<file path="config.mk">
export PLATFORM = sky130hd
export DESIGN_NAME = chgadc_result_bank
export DESIGN_NICKNAME = d
export VERILOG_FILES = /design/src/rtl/chgadc_pkg.sv /design/src/rtl/chgadc_result_calc.sv /design/src/rtl/chgadc_result_bank.sv
export VERILOG_INCLUDE_DIRS = /design/src /design/src/rtl
export SDC_FILE = /design/constraint.sdc
export NUM_CORES = 1
export LEC_CHECK = 0
export BUFFER_PORTS_ARGS = -buffer_cell sky130_fd_sc_hd__buf_4
export CORE_MARGIN = 2
export CORE_UTILIZATION = 38
export CTS_CLUSTER_DIAMETER = 120
export DETAILED_ROUTE_END_ITERATION = 12
export GPL_TIMING_DRIVEN = 0
export PLACE_DENSITY_LB_ADDON = 0.15
export SETUP_SLACK_MARGIN = 0.02
export SLEW_MARGIN = 20
export SYNTH_ARGS = -nofsm -noshare
export SYNTH_HDL_FRONTEND = slang
export SYNTH_HIERARCHICAL = 1
export SYNTH_SLANG_ARGS = --single-unit
</file>
<file path="constraint.sdc">
create_clock -name clock -period 3.9 [get_ports clock]
set_input_delay 0.78 -clock clock [delete_from_list [all_inputs] [get_ports clock]]
set_output_delay 0.78 -clock clock [all_outputs]
set_load 0.01 [all_outputs]
</file>
<file path="src/rtl/chgadc_defines.svh">
// Offsets, field positions, reset values and limits of the ADC result bank
// How it works
// - Battery current result at 0x33, signed 16 bits, 1 mA step, clears to zero.
// - Battery current sign bit is 1 while discharging, 0 while charging unless averaged with a stored discharge.
// - Forward charging reports current into the battery as a positive value.
// - OTG and battery-only modes report discharge only when sense enable is set.
// - Bus voltage result at 0x35, unsigned, 1 mV step, clears to zero.
// - First adapter voltage result at 0x37, unsigned, 1 mV step, clears to zero.
// - Second adapter voltage result at 0x39, unsigned, 1 mV step, clears to zero.
// - Remote-sense battery voltage result at 0x3B, unsigned, clears to zero.
// - System voltage result at 0x3D, unsigned, 1 mV step, clears to zero.
// - Thermistor result at 0x3F, clears to zero.
// - Disable bits at 0x2F drop battery current, bus, battery, system, thermistor.
// - Disable bits at 0x30 drop first and second adapter voltage channels.
// - Running average never applies to battery current while discharging.
`ifndef CHGADC_DEFINES_SVH
`define CHGADC_DEFINES_SVH

`define CHGADC_OFS_DIS0       8'h2F
`define CHGADC_OFS_DIS1       8'h30
`define CHGADC_OFS_IBAT       8'h33
`define CHGADC_OFS_VBUS       8'h35
`define CHGADC_OFS_VAC1       8'h37
`define CHGADC_OFS_VAC2       8'h39
`define CHGADC_OFS_VSNS       8'h3B
`define CHGADC_OFS_VSYS       8'h3D
`define CHGADC_OFS_THERM      8'h3F

`define CHGADC_DIS0_WMASK     8'hFE
`define CHGADC_DIS1_WMASK     8'hF0
`define CHGADC_DIS_RESET      8'h00
`define CHGADC_RESULT_RESET   16'h0000

`define CHGADC_BIT_IBAT_OFF   6
`define CHGADC_BIT_VBUS_OFF   5
`define CHGADC_BIT_VBAT_OFF   4
`define CHGADC_BIT_VSYS_OFF   3
`define CHGADC_BIT_THERM_OFF  2
`define CHGADC_BIT_VAC2_OFF   5
`define CHGADC_BIT_VAC1_OFF   4

`define CHGADC_READ_LATENCY   1

`endif

</file>
<file path="src/rtl/chgadc_pkg.sv">
// Types shared by the ADC result bank
package chgadc_pkg;

   typedef enum logic [2:0] {
      CH_IBAT  = 3'h0,
      CH_VBUS  = 3'h1,
      CH_VAC1  = 3'h2,
      CH_VAC2  = 3'h3,
      CH_VSNS  = 3'h4,
      CH_VSYS  = 3'h5,
      CH_THERM = 3'h6
   } chgadc_chan_t;

   typedef enum logic [1:0] {
      MODE_FORWARD = 2'h0,
      MODE_OTG     = 2'h1,
      MODE_BAT_HIZ = 2'h2
   } chgadc_mode_t;

   // One finished conversion; value is a magnitude
   typedef struct packed {
      chgadc_chan_t chan;
      logic [15:0]  value;
      logic         discharging;
   } chgadc_conv_t;

endpackage : chgadc_pkg

</file>
<file path="src/rtl/chgadc_result_calc.sv">
// Next result word: plain sample or running average with the old word
`timescale 1ns/100ps
module chgadc_result_calc #(
   parameter int W = 16
) (
   // Operands
   input  wire logic [W-1:0] old_value,
   input  wire logic [W-1:0] new_value,
   input  wire logic         is_signed,
   input  wire logic         average,
   // Result
   output logic      [W-1:0] next_value
);

   function automatic logic [W-1:0] avg2(input logic [W-1:0] a,
                                         input logic [W-1:0] b,
                                         input logic         sgn);
      logic [W:0] sum;
      sum = {sgn & a[W-1], a} + {sgn & b[W-1], b};
      return sum[W:1];
   endfunction : avg2

   assign next_value = average ? avg2(old_value, new_value, is_signed) : new_value;

endmodule : chgadc_result_calc

</file>
<file path="src/rtl/chgadc_result_bank.sv">
// ADC result register bank with channel disable registers
`timescale 1ns/100ps
`include "chgadc_defines.svh"
module chgadc_result_bank (
   // Clock and reset
   input  wire logic                      clock,
   input  wire logic                      rst,
   // Finished conversions from the ADC core
   input  wire logic                      conv_valid,
   input  wire chgadc_pkg::chgadc_conv_t  conv,
   // Charger state
   input  wire chgadc_pkg::chgadc_mode_t  charge_mode,
   input  wire logic                      battery_discharge_sense_enable,
   input  wire logic                      running_average_select,
   // Register access port
   input  wire logic [7:0]                reg_addr,
   input  wire logic                      reg_wr,
   input  wire logic [7:0]                reg_wdata,
   input  wire logic                      reg_rd,
   output logic      [15:0]               reg_rdata,
   output logic                           reg_rvalid,
   // Channel enables seen by the ADC sequencer
   output logic      [6:0]                chan_enable
);

   logic [6:0][15:0] result_r;
   logic [7:0]       dis0_r;
   logic [7:0]       dis1_r;
   logic [15:0]      rdata_r;
   logic             rvalid_r;

   ////////////////////////////////////////////////////////////////////////////
   // Channel gating

   function automatic logic [6:0] off_vector(input logic [7:0] d0, input logic [7:0] d1);
      logic [6:0] v;
      v = 7'h00;
      v[chgadc_pkg::CH_IBAT]  = d0[`CHGADC_BIT_IBAT_OFF];
      v[chgadc_pkg::CH_VBUS]  = d0[`CHGADC_BIT_VBUS_OFF];
      v[chgadc_pkg::CH_VSNS]  = d0[`CHGADC_BIT_VBAT_OFF];
      v[chgadc_pkg::CH_VSYS]  = d0[`CHGADC_BIT_VSYS_OFF];
      v[chgadc_pkg::CH_THERM] = d0[`CHGADC_BIT_THERM_OFF];
      v[chgadc_pkg::CH_VAC1]  = d1[`CHGADC_BIT_VAC1_OFF];
      v[chgadc_pkg::CH_VAC2]  = d1[`CHGADC_BIT_VAC2_OFF];
      return v;
   endfunction : off_vector

   wire logic [6:0] chan_off = off_vector(dis0_r, dis1_r);
   wire logic       is_ibat  = (conv.chan == chgadc_pkg::CH_IBAT);
   wire logic       chan_ok  = (conv.chan != 3'h7) && !chan_off[conv.chan];
   wire logic       store    = conv_valid && chan_ok;
   assign chan_enable = ~chan_off;

   ////////////////////////////////////////////////////////////////////////////
   // Battery current sign and mode gating

   // Discharge outside forward mode is only visible with sense enabled
   wire logic quiet_mode  = (charge_mode == chgadc_pkg::MODE_OTG) ||
                            (charge_mode == chgadc_pkg::MODE_BAT_HIZ);
   wire logic disch_block = quiet_mode && !battery_discharge_sense_enable;
   wire logic [15:0] ibat_signed = conv.discharging ? (~conv.value + 16'h0001)
                                                    : conv.value;
   wire logic [15:0] ibat_word   = (conv.discharging && disch_block) ? 16'h0000
                                                                      : ibat_signed;
   wire logic [15:0] sample_word = is_ibat ? ibat_word : conv.value;
   // Averaging a sign flip would smear across zero, so discharge stays raw
   wire logic use_avg = running_average_select && !(is_ibat && conv.discharging);

   logic [15:0] next_word;

   chgadc_result_calc #(
      .W (16)
   ) u_calc (
      .old_value  (result_r[conv.chan]),
      .new_value  (sample_word),
      .is_signed  (is_ibat),
      .average    (use_avg),
      .next_value (next_word)
   );

   ////////////////////////////////////////////////////////////////////////////
   // Result storage

   // Whole word written in one edge, so a read never sees half an update
   always_ff @(posedge clock) begin
      if (rst) begin
         result_r <= {7{`CHGADC_RESULT_RESET}};
      end else if (store) begin
         result_r[conv.chan] <= next_word;
      end
   end

   always_ff @(posedge clock) begin
      if (rst) begin
         dis0_r <= `CHGADC_DIS_RESET;
         dis1_r <= `CHGADC_DIS_RESET;
      end else if (reg_wr) begin
         if (reg_addr == `CHGADC_OFS_DIS0) begin
            dis0_r <= reg_wdata & `CHGADC_DIS0_WMASK;
         end
         if (reg_addr == `CHGADC_OFS_DIS1) begin
            dis1_r <= reg_wdata & `CHGADC_DIS1_WMASK;
         end
      end
   end

   ////////////////////////////////////////////////////////////////////////////
   // Read decode

   function automatic logic [15:0] read_mux(input logic [7:0]       a,
                                            input logic [6:0][15:0] r,
                                            input logic [7:0]       d0,
                                            input logic [7:0]       d1);
      logic [15:0] q;
      q = 16'h0000;
      unique case (a)
         `CHGADC_OFS_DIS0:  q = {8'h00, d0};
         `CHGADC_OFS_DIS1:  q = {8'h00, d1};
         `CHGADC_OFS_IBAT:  q = r[chgadc_pkg::CH_IBAT];
         `CHGADC_OFS_VBUS:  q = r[chgadc_pkg::CH_VBUS];
         `CHGADC_OFS_VAC1:  q = r[chgadc_pkg::CH_VAC1];
         `CHGADC_OFS_VAC2:  q = r[chgadc_pkg::CH_VAC2];
         `CHGADC_OFS_VSNS:  q = r[chgadc_pkg::CH_VSNS];
         `CHGADC_OFS_VSYS:  q = r[chgadc_pkg::CH_VSYS];
         `CHGADC_OFS_THERM: q = r[chgadc_pkg::CH_THERM];
         default:           q = 16'h0000;
      endcase
      return q;
   endfunction : read_mux

   wire logic [15:0] read_word = read_mux(reg_addr, result_r, dis0_r, dis1_r);

   always_ff @(posedge clock) begin
      if (rst) begin
         rdata_r  <= 16'h0000;
         rvalid_r <= 1'b0;
      end else begin
         rvalid_r <= reg_rd;
         if (reg_rd) begin
            rdata_r <= read_word;
         end
      end
   end

   assign reg_rdata  = rdata_r;
   assign reg_rvalid = rvalid_r;

   ////////////////////////////////////////////////////////////////////////////
   // Checks

   wire logic [6:0] off_now = chan_off;
endmodule : chgadc_result_bank

</file>
* Yosys cells after proc, flatten, opt, wreduce, memory -nomap -nowiden
Index checks and enable logic that the tools add are counted.
** Word-level totals
- Bits in registers :: 140
- Bits of input ports :: 45
- Output and inout port bits :: 24
** Operators by class
- $add $sub $neg :: 2
- Magnitude comparators :: 2
- Equal/unequal tests :: 12
- Multiplexer cells :: 12
- Bitwise logic cells :: 4
- Reductions and logical operators :: 14
** Operator list (number)
- 16-bit case mux with 9 select lines :: 1
- 112-bit bitwise mux :: 1
- 16-bit two-way mux :: 6
- 8-bit by 6-bit equality test with 1-bit output, second input constant :: 9
- 16-bit binary-select mux with 3-bit select :: 1
- 16-bit demux with 3-bit select :: 1
- 17-bit adder :: 1
- 16-bit by 1-bit adder with 16-bit output, second input constant :: 1
- 16-bit inverter :: 1
- 1-bit logical AND :: 7
- 7-bit inverter :: 1
- 3-bit by 4-bit less-than comparator with 1-bit output, second input constant :: 1
- 2-bit AND reduction :: 2
- 1-bit binary-select mux with 3-bit select :: 1
- 3-bit by 1-bit greater-or-equal comparator with 1-bit output, second input constant :: 1
- 1-bit zero test :: 3
- 3-bit zero test :: 1
- 3-bit != test, second input constant :: 1
- 1-bit bitwise AND :: 2
- 2-bit by 1-bit equality test with 1-bit output, second input constant :: 1
- 2-bit equality test, second input constant :: 1
- 1-bit logical OR :: 1
- 1-bit two-way mux :: 1

* Depth between registers and ports, before layout
Gate-level depths: netlist (run 1).
- Depth after elaboration :: 10
- Mapped depth :: 16

* By module
Netlist (run 1), hierarchy kept.
** Modules (own cells, without submodules)
- chgadc_result_bank :: times used 1, cells each 965, area an instance 7467.2 um^2, seq. area each 2802.7 um^2
- chgadc_result_calc :: times used 1, cells each 148, area an instance 1046.0 um^2, seq. area each 0.0 um^2

* Worst setup path before layout (run 1)
Ideal clock, no wire load.
- Path kind :: input port to flip-flop
- Start point :: input conv[17] (netlist bit)
- End point :: register result_r[27] (netlist bit)
- Arrival :: 3.993 ns
- Required time :: 3.830 ns
- Slack :: -0.163 ns
- Stages on the path :: 15
- Buffers on the path :: 2
- Path through :: buf_4 -> nor3_4 -> nand2_2 -> nor3_4 -> buf_2 -> nor2_1 -> and2_1 -> fa_1 -> a21o_1 -> a221oi_2 -> a211oi_1 -> o21a_1 -> o31ai_1 -> nand2_1 -> a21oi_1
** Between the ends
- Elaborated cells on any way between the ends :: 21
- Classes of those cells :: add/sub (1); order compare (2); eq/ne (1); mux (9); reduce/logical (8)
** RTL lines
- start, declared :: line chgadc_result_bank.sv:10 : input wire chgadc_pkg::chgadc_conv_t conv,
- 3-bit zero test :: line chgadc_result_bank.sv:49 : wire logic is_ibat = (conv.chan == chgadc_pkg::CH_IBAT);
- net is_ibat :: line chgadc_result_bank.sv:49
- 16-bit two-way mux :: line chgadc_result_bank.sv:65 : wire logic [15:0] sample_word = is_ibat ? ibat_word : conv.value;
- net sample_word[0] :: line chgadc_result_bank.sv:65
- 17-bit adder :: line chgadc_result_calc.sv:19 : sum = {sgn & a[W-1], a} + {sgn & b[W-1], b};
- 16-bit two-way mux :: line chgadc_result_calc.sv:23 : assign next_value = average ? avg2(old_value, new_value, is_signed) : new_value;
- net next_word[11] :: line chgadc_result_bank.sv:69 : logic [15:0] next_word;
- 112-bit bitwise mux :: line chgadc_result_bank.sv:89 : result_r[conv.chan] <= next_word;
- end signal, assigned :: line chgadc_result_bank.sv:87 : result_r <= {7{`CHGADC_RESULT_RESET}};
- end signal, assigned by index :: line chgadc_result_bank.sv:89
- end, declared :: line chgadc_result_bank.sv:26 : logic [6:0][15:0] result_r;
The timed path passes the listed nets, and every way through them passes these cells. The select of a mux whose other input is x is not followed.
A chain may end at the register's enable or synchronous reset.

* Final worst setup path (run 1)
- Start point :: input conv[19] (netlist bit)
- End point :: register result_r[87] (netlist bit)
** Between the ends
- Cells in the longest elaborated chain, start to end :: 6
- Elaborated cells on any way between the ends :: 21
- Classes of those cells :: add/sub (1); order compare (2); eq/ne (1); mux (9); reduce/logical (8)
** RTL lines (line)
- parallel branches: the longest is 4 deep, another holds 17-bit adder
- 16-bit two-way mux (*) :: chgadc_result_calc.sv:23
- net next_word[7] :: chgadc_result_bank.sv:69
- 112-bit bitwise mux (*) :: chgadc_result_bank.sv:89
Mark *: on every way through the listed nets, which the timed path passes. The select of a mux whose other input is x is not followed.

==> flow_summary.ini, run 1 <==
[job]
cap_violations = 0

[pwr]
ir_worst_vdd_uv = 234.2
power.density_mw_per_mm2 = 372.2
internal_power_mw = 2.664
p_clk_share_pct = 43.8
switching_share_pct = 30.07
switchingPower_mw = 1.146
pwr-share-seq_pct = 39.2
power_frac_comb_pct = 17.0
leakage_nw = 3.597

[clock_network]
cts_hold_buf = 0
cts_max_path_buffers = 2
cts_tree = done
cts_buffers = 17
cts_num_sinks = 140
clock_latency_ps = 440
clock-root-buffer = clkbuf_16
h-tree-depth = 4
cts.clk_slew.worst_paths_ps = 60

[logic_synthesis]
synthFlopType = dfxtp_1
yosysUniqueCellTypes = 75
synth_edf_count = 0
ys_seq_area_share_pct = 32.92
async_reset_ff_share_pct = 0
ys_warn_count = 6
avgSynthCellArea_sq_um = 7.649
ys_ff_latch = 140
syn_nets = 1175
syn_inst = 1113
synth_area_sq_mm = 0.008513

[drt]
vias = 9102
wl_per_cell_microns = 23.47
wirelength_microns = 35160
drt.antenna.violating_nets = 0
viasPerCell = 6.076
drt-pass1-iter-count = 6
drt_drc_violations_left = 0
first_iter_violations = 1109

[global_routing]
overflow = 0
grt_first_pass_wirelength_microns = 52830
antenna_found_initial = 0
grt_start_max_net_pins = 17
grt.total_usage_pct = 29.37
grt_pass1_vias = 8553

[timing]
worstMarginPinSlew_ps = 912.1
grt_setup_unrepaired = no
fin_ws_ps = 193.9
whs_ps = 452.5
fin_crit_sh_pct = 95.03
finalCriticalPeriod_ps = 3706
finalHoldViolCount = 0
fmax_mhz = 269.8
fin_worst_skew_ps = 11.00
drv_slew = 0
final-setup-viol-count = 0
max_slew_margin_pct = 39.13

[die]
die_w_microns = 153.7
start_util_pct = 38.89
die-height_microns = 153.7
fp.dieArea_sq_mm = 0.02362
num_rows = 54
io_pins = 69
coreArea_sq_mm = 0.02189

[finish]
fillerInstances = 2229
antenna_cells = 0
nNetsFinal = 1268
layout-drive-gt1-share_pct = 19.05
area_delta_synth_final_pct = 20.25

[worst_setup_path]
worstPathMaxFanout = 10
startpoint_type = input port
crit_type = input port to flip-flop
required_ps = 4270
end_kind = flip-flop
arrival_ps = 4070

[run_status]
status = completed

[placement]
pre_cts_ws_ps = -1183
io_buffers = 62
hpwlAfterDp_microns = 25490
globalplace.congestion = 0.9777

[min_path]
hold_path_class = flip-flop to flip-flop
==> power groups by stage <==
stage               sequential [mW]  clock (mW)  combinational [mW]
detailed placement             1.52           0               0.577
global route                   1.49        1.72               0.687
finish                         1.49        1.67               0.648
CTS                            1.49        1.67               0.603
global placement               1.52           0               0.574
floorplan                      1.51           0               0.362
==> cells in the final DEF (no fill, tap or decap), types with 14 or more instances in the layout <==
cell type	instances
nand3_1	24
a21oi_1	157
nor2_1	55
mux2i_1	25
a22o_1	14
mux2_2	16
clkbuf_1	21
dfxtp_1	140
a221oi_1	14
xnor2_1	19
ha_1	15
o21ai_0	24
nand2_1	284
buf_4	85
clkbuf_16	17
o21ai_1	18
inv_1	20
buf_2	24
a22oi_1	31
==> critical path, stage by stage <==
cell	delay (ps)
buf_4	160
buf_12	150
buf_12	160
mux4_2	540
nand2_1	90
o21ai_1	110
ha_1	340
buf_6	140
a21o_1	210
a221oi_4	370
a21oi_1	130
xnor2_1	160
a21oi_2	470
nand2_1	110
a21oi_1	150
==> Yosys cell counts, drive strengths merged (21+ instances only) <==
cell type | count | area, sq um
nor3 | 21 | 167.7
o21ai | 44 | 220.2
nand2 | 285 | 1072
a21oi | 162 | 810.8
a22oi | 31 | 232.7
clkbuf | 26 | 97.59
nor2 | 60 | 227.7
dfxtp | 140 | 2803
mux2i | 25 | 250.2
buf | 49 | 312.8
nand3 | 26 | 130.1
inv | 22 | 82.58
==> final timing paths <==
kind / from / endpoint / slack, ps / cells after the start
worst max-delay path: conv[19] / result_r[87]$_SDFFE_PP0P_ / 190 / 15
worst min-delay path: reg_rdata[12]$_SDFFE_PP0P_ / reg_rdata[12]$_SDFFE_PP0P_ / 450 / 2
worst min register to register: reg_rdata[12]$_SDFFE_PP0P_ / reg_rdata[12]$_SDFFE_PP0P_ / 450 / 2
worst max register to register: result_r[99]$_SDFFE_PP0P_ / result_r[87]$_SDFFE_PP0P_ / 650 / 12
==> stage by stage <==
step | cells | setup TNS [ps] | power, mW | area (sq um) | utilization, %
3_5_place_dp | 1455 | -65220 | 2.099 | 9360 | 42.76
3_3_place_gp | 1455 | -67430 | 2.095 | 9353 | 42.72
2_1_floorplan | 1113 | 0 | 1.872 | 8537 | -
6_report | 1498 | 0 | 3.810 | 10240 | 46.77
5_1_grt | 1498 | 0 | 3.905 | 10240 | 46.77
4_1_cts | 1490 | 0 | 3.761 | 10060 | 45.94
==> metal layers <==
layer | GRT usage, % | up-vias | share of wire (%)
li1 | - | 4172 | -
met1 | 40.49 | 4335 | 42
met2 | 45.48 | 504 | 44
met3 | 5.750 | 91 | 10
met4 | 11.10 | 0 | 3.5
met5 | 0 | - | 0
==> cells by family (layout without fill, tap and decap cells) <==
| family | Yosys count | after routing | synth area share (%) |
|---|---|---|---|
| adder cells (fa/ha/maj) | 17 | 17 | 2.587 |
| flip-flops | 140 | 140 | 32.92 |
| AO/OA/AOI/OAI | 339 | 339 | 25.13 |
| buffers and inverters | 97 | 202 | 5.791 |
| AND/OR/NAND/NOR | 450 | 450 | 24.50 |
| multiplexers | 49 | 49 | 6.908 |
| XOR/XNOR | 21 | 21 | 2.161 |
==> area by class of cell <==
class	count	area, sq um	area share [%]
Timing Repair Buffer	74	584.3	5.708
Sequential cell	140	2803	27.38
Inverter	22	82.58	0.8067
Multi-Input combinational cell	876	5366	52.42
Clock inverter	12	137.6	1.344
Clock buffer	19	452.9	4.424
Tap cell	280	350.3	3.422
Buffer	75	460.4	4.498
==> state kept, by name, indices dropped and copies added, names as in the netlist <==
| signal | cells |
|---|---|
| reg_rdata | 16 |
| dis0_r | 7 |
| reg_rvalid | 1 |
| result_r | 112 |
| dis1_r | 4 |
==> repair_timing <==
action,CTS,global route
resized for setup,14,33
setup buffers,4,8
pin swaps,3,7
endpoints found under the setup margin,70,56
Note: power is estimated with default switching activity, not from simulation.
==> inputs of run 2 (changes only) <==
- ABC_AREA: not set -> 1
==> flow_summary.ini, run 2 <==
[logic_synthesis]
synthFlopType = dfxtp_1
synth_edf_count = 0
syn_inst = 1530
async_reset_ff_share_pct = 0
ys_warn_count = 6
ys_seq_area_share_pct = 30.59
synth.largest_area_cell = dfxtp_1
ys_ff_latch = 140
synth_area_sq_mm = 0.009161
synth.most_common_cell = nand2_1
netlist_top_cells_area = dfxtp_1 31%, nand2_1 18%, nor2_1 13%, inv_1 7.8%, nand3_1 5.1%
yosysUniqueCellTypes = 45
syn_nets = 1592
yosys-top-cells-count = 447 x nand2_1, 324 x nor2_1, 191 x inv_1
avgSynthCellArea_sq_um = 5.988
netlist.area_leader.share_pct = 30.59

[global_routing]
grt_use_met2_pct = 43.79
overflow = 0
busiest_layer = met2
grt_first_pass_wirelength_microns = 53160
use_met1_pct = 37.11
grt_start_max_net_pins = 17
antenna_found_initial = 0
use_met3_pct = 5.418
grt.total_usage_pct = 27.56
grt_pass1_vias = 8954

[worst_setup_path]
startpoint_type = input port
arrival_ps = 3980
r2r_start = result_r[27]$_SDFFE_PP0P_
end_kind = flip-flop
worstPathMaxFanout = 10
crit_type = input port to flip-flop
startpoint = conv[17]
required_ps = 4240

[clock_network]
clock_latency_ps = 440
cts.clk_slew.worst_paths_ps = 70
h-tree-depth = 4
post-cts-setup-buffers = 0
clock-root-buffer = clkbuf_16
cts_max_path_buffers = 2
cts_buffers = 17
cts_tree = done
cts_num_sinks = 140

[finish]
final_cell_mix = 444 x nand2_1, 323 x nor2_1, 191 x inv_1
seqCellArea_sq_mm = 0.002803
antenna_cells = 0
final_common_cell = nand2_1
largest_reg_flops = 112
layout-drive-gt1-share_pct = 12.31
fillerInstances = 2612
area_delta_synth_final_pct = 16.80
multi_input_area_sq_mm = 0.005258
nNetsFinal = 1674
fin_util_pct = 45.45
stdcell_count = 1944
regMostFlops = result_r

[timing]
max_slew_margin_pct = 45.15
finalHoldViolCount = 0
fin_worst_skew_ps = 12.03
finalCriticalPeriod_ps = 3646
tns_ps = 0
drv_slew = 0
grt_setup_unrepaired = no
final-setup-viol-count = 0
fmax_mhz = 274.3
worstMarginPinSlew_ps = 822.7
fin_crit_sh_pct = 93.49

[placement]
dp_cells = 1913
globalplace.congestion = 1.022
io_buffers = 64
hpwlAfterDp_microns = 26740

[die]
coreArea_sq_mm = 0.02354
die-height_microns = 159.3
start_util_pct = 38.91
io_pins = 69
die_w_microns = 159.3
num_rows = 56
fp.dieArea_sq_mm = 0.02537

[pwr]
power.density_mw_per_mm2 = 357.4
leakage_nw = 5.445
ir_worst_vdd_uv = 307.8

[min_path]
hold_path_class = flip-flop to flip-flop
min-delay-start = dis0_r[7]$_SDFFE_PP0P_

[drt]
vias = 9973
first_iter_violations = 931
drt_drc_violations_left = 0
wirelength_microns = 35320
viasPerCell = 5.130
wl_per_cell_microns = 18.17
drt.antenna.violating_nets = 0
drt-pass1-iter-count = 5

[job]
cap_violations = 0

[run_status]
status = completed
-- run 2: cell types whose count changed after synthesis, moves of 17 or more --
cell | before | now
buf_2 | 28 | 9
nor2_1 | 59 | 324
a21oi_1 | 162 | 57
nand3_1 | 26 | 93
o21ai_0 | 27 | 61
inv_1 | 20 | 191
mux2i_1 | 25 | 0
a22oi_1 | 31 | 3
nand2_2 | 1 | 18
nand2_1 | 284 | 447
-- run 2: repair_timing --
action | 4_1_cts | 5_1_grt
pin swaps | 0 | 0
resized for setup | 3 | 11
hold endpoints to repair | 0 | 0
hold buffers | 0 | 0
endpoints found under the setup margin | 14 | 68
-- run 2: cell type report --
class,count,area share (%)
Multi-Input combinational cell,1126,49.13
Sequential cell,140,26.19
Inverter,203,7.121
Timing Repair Buffer,64,4.490
Clock buffer,18,4.104
Tap cell,319,3.730
Buffer,60,3.531
Clock inverter,14,1.696
-- run 2: worst paths after layout --
kind | endpoint | slack (ps) | cells past startpoint
setup / recovery | result_r[45]$_SDFFE_PP0P_ | 250 | 19
hold / removal | dis0_r[7]$_SDFFE_PP0P_ | 450 | 2
setup reg to reg | result_r[95]$_SDFFE_PP0P_ | 1140 | 15
hold reg to reg | dis0_r[7]$_SDFFE_PP0P_ | 450 | 2
-- run 2: through the flow --
step                      setup slack [ps]  area (sq um)  hold slack, ps  total power [mW]
after floorplan                      578.1          9161           424.0             1.878
after global placement              -609.0         10040           439.1             2.077
after detailed placement            -554.7         10040           445.8             2.081
after CTS                            68.15         10660           456.3             3.808
after global routing                 21.69         10700           486.8             3.944
final                                254.1         10700           454.7             3.824
-- run 2: metal layers --
metal	up-vias	routed length, microns
met3	60	3210
met2	451	15680
met4	0	1004
met1	4542	15420
li1	4920	-
met5	-	0
-- run 2: cell families after synthesis --
logic type	after synthesis	share of synthesized area [%]
buf+inv	264	12.46
simple gates	924	42.34
fa+ha+maj	17	2.404
flops	140	30.59
compound gates	175	11.25
xor+xnor	10	0.9560
-- run 2: worst max-delay path: stages --
cell      delay [ps]
buf_2            190
nand3_2          260
clkbuf_1         550
o22ai_1          150
a21oi_1          190
nand2_1          110
nand2_1           90
inv_1             60
fa_1             380
nand2_1          100
nand2_1          100
nand3b_1         100
nand2_1          130
nand2_1          130
nand3b_1          80
nand3_1           80
nand2_1          220
nor2_1           190
nor2_1            60
-- run 2: report_power, final --
| part | internal, mW | switching (mW) | total (mW) |
|---|---|---|---|
| Sequential | 1.47 | 0.0231 | 1.49 |
| Combinational | 0.167 | 0.410 | 0.577 |
| Clock | 1.04 | 0.716 | 1.75 |
| Total | 2.67 | 1.15 | 3.82 |
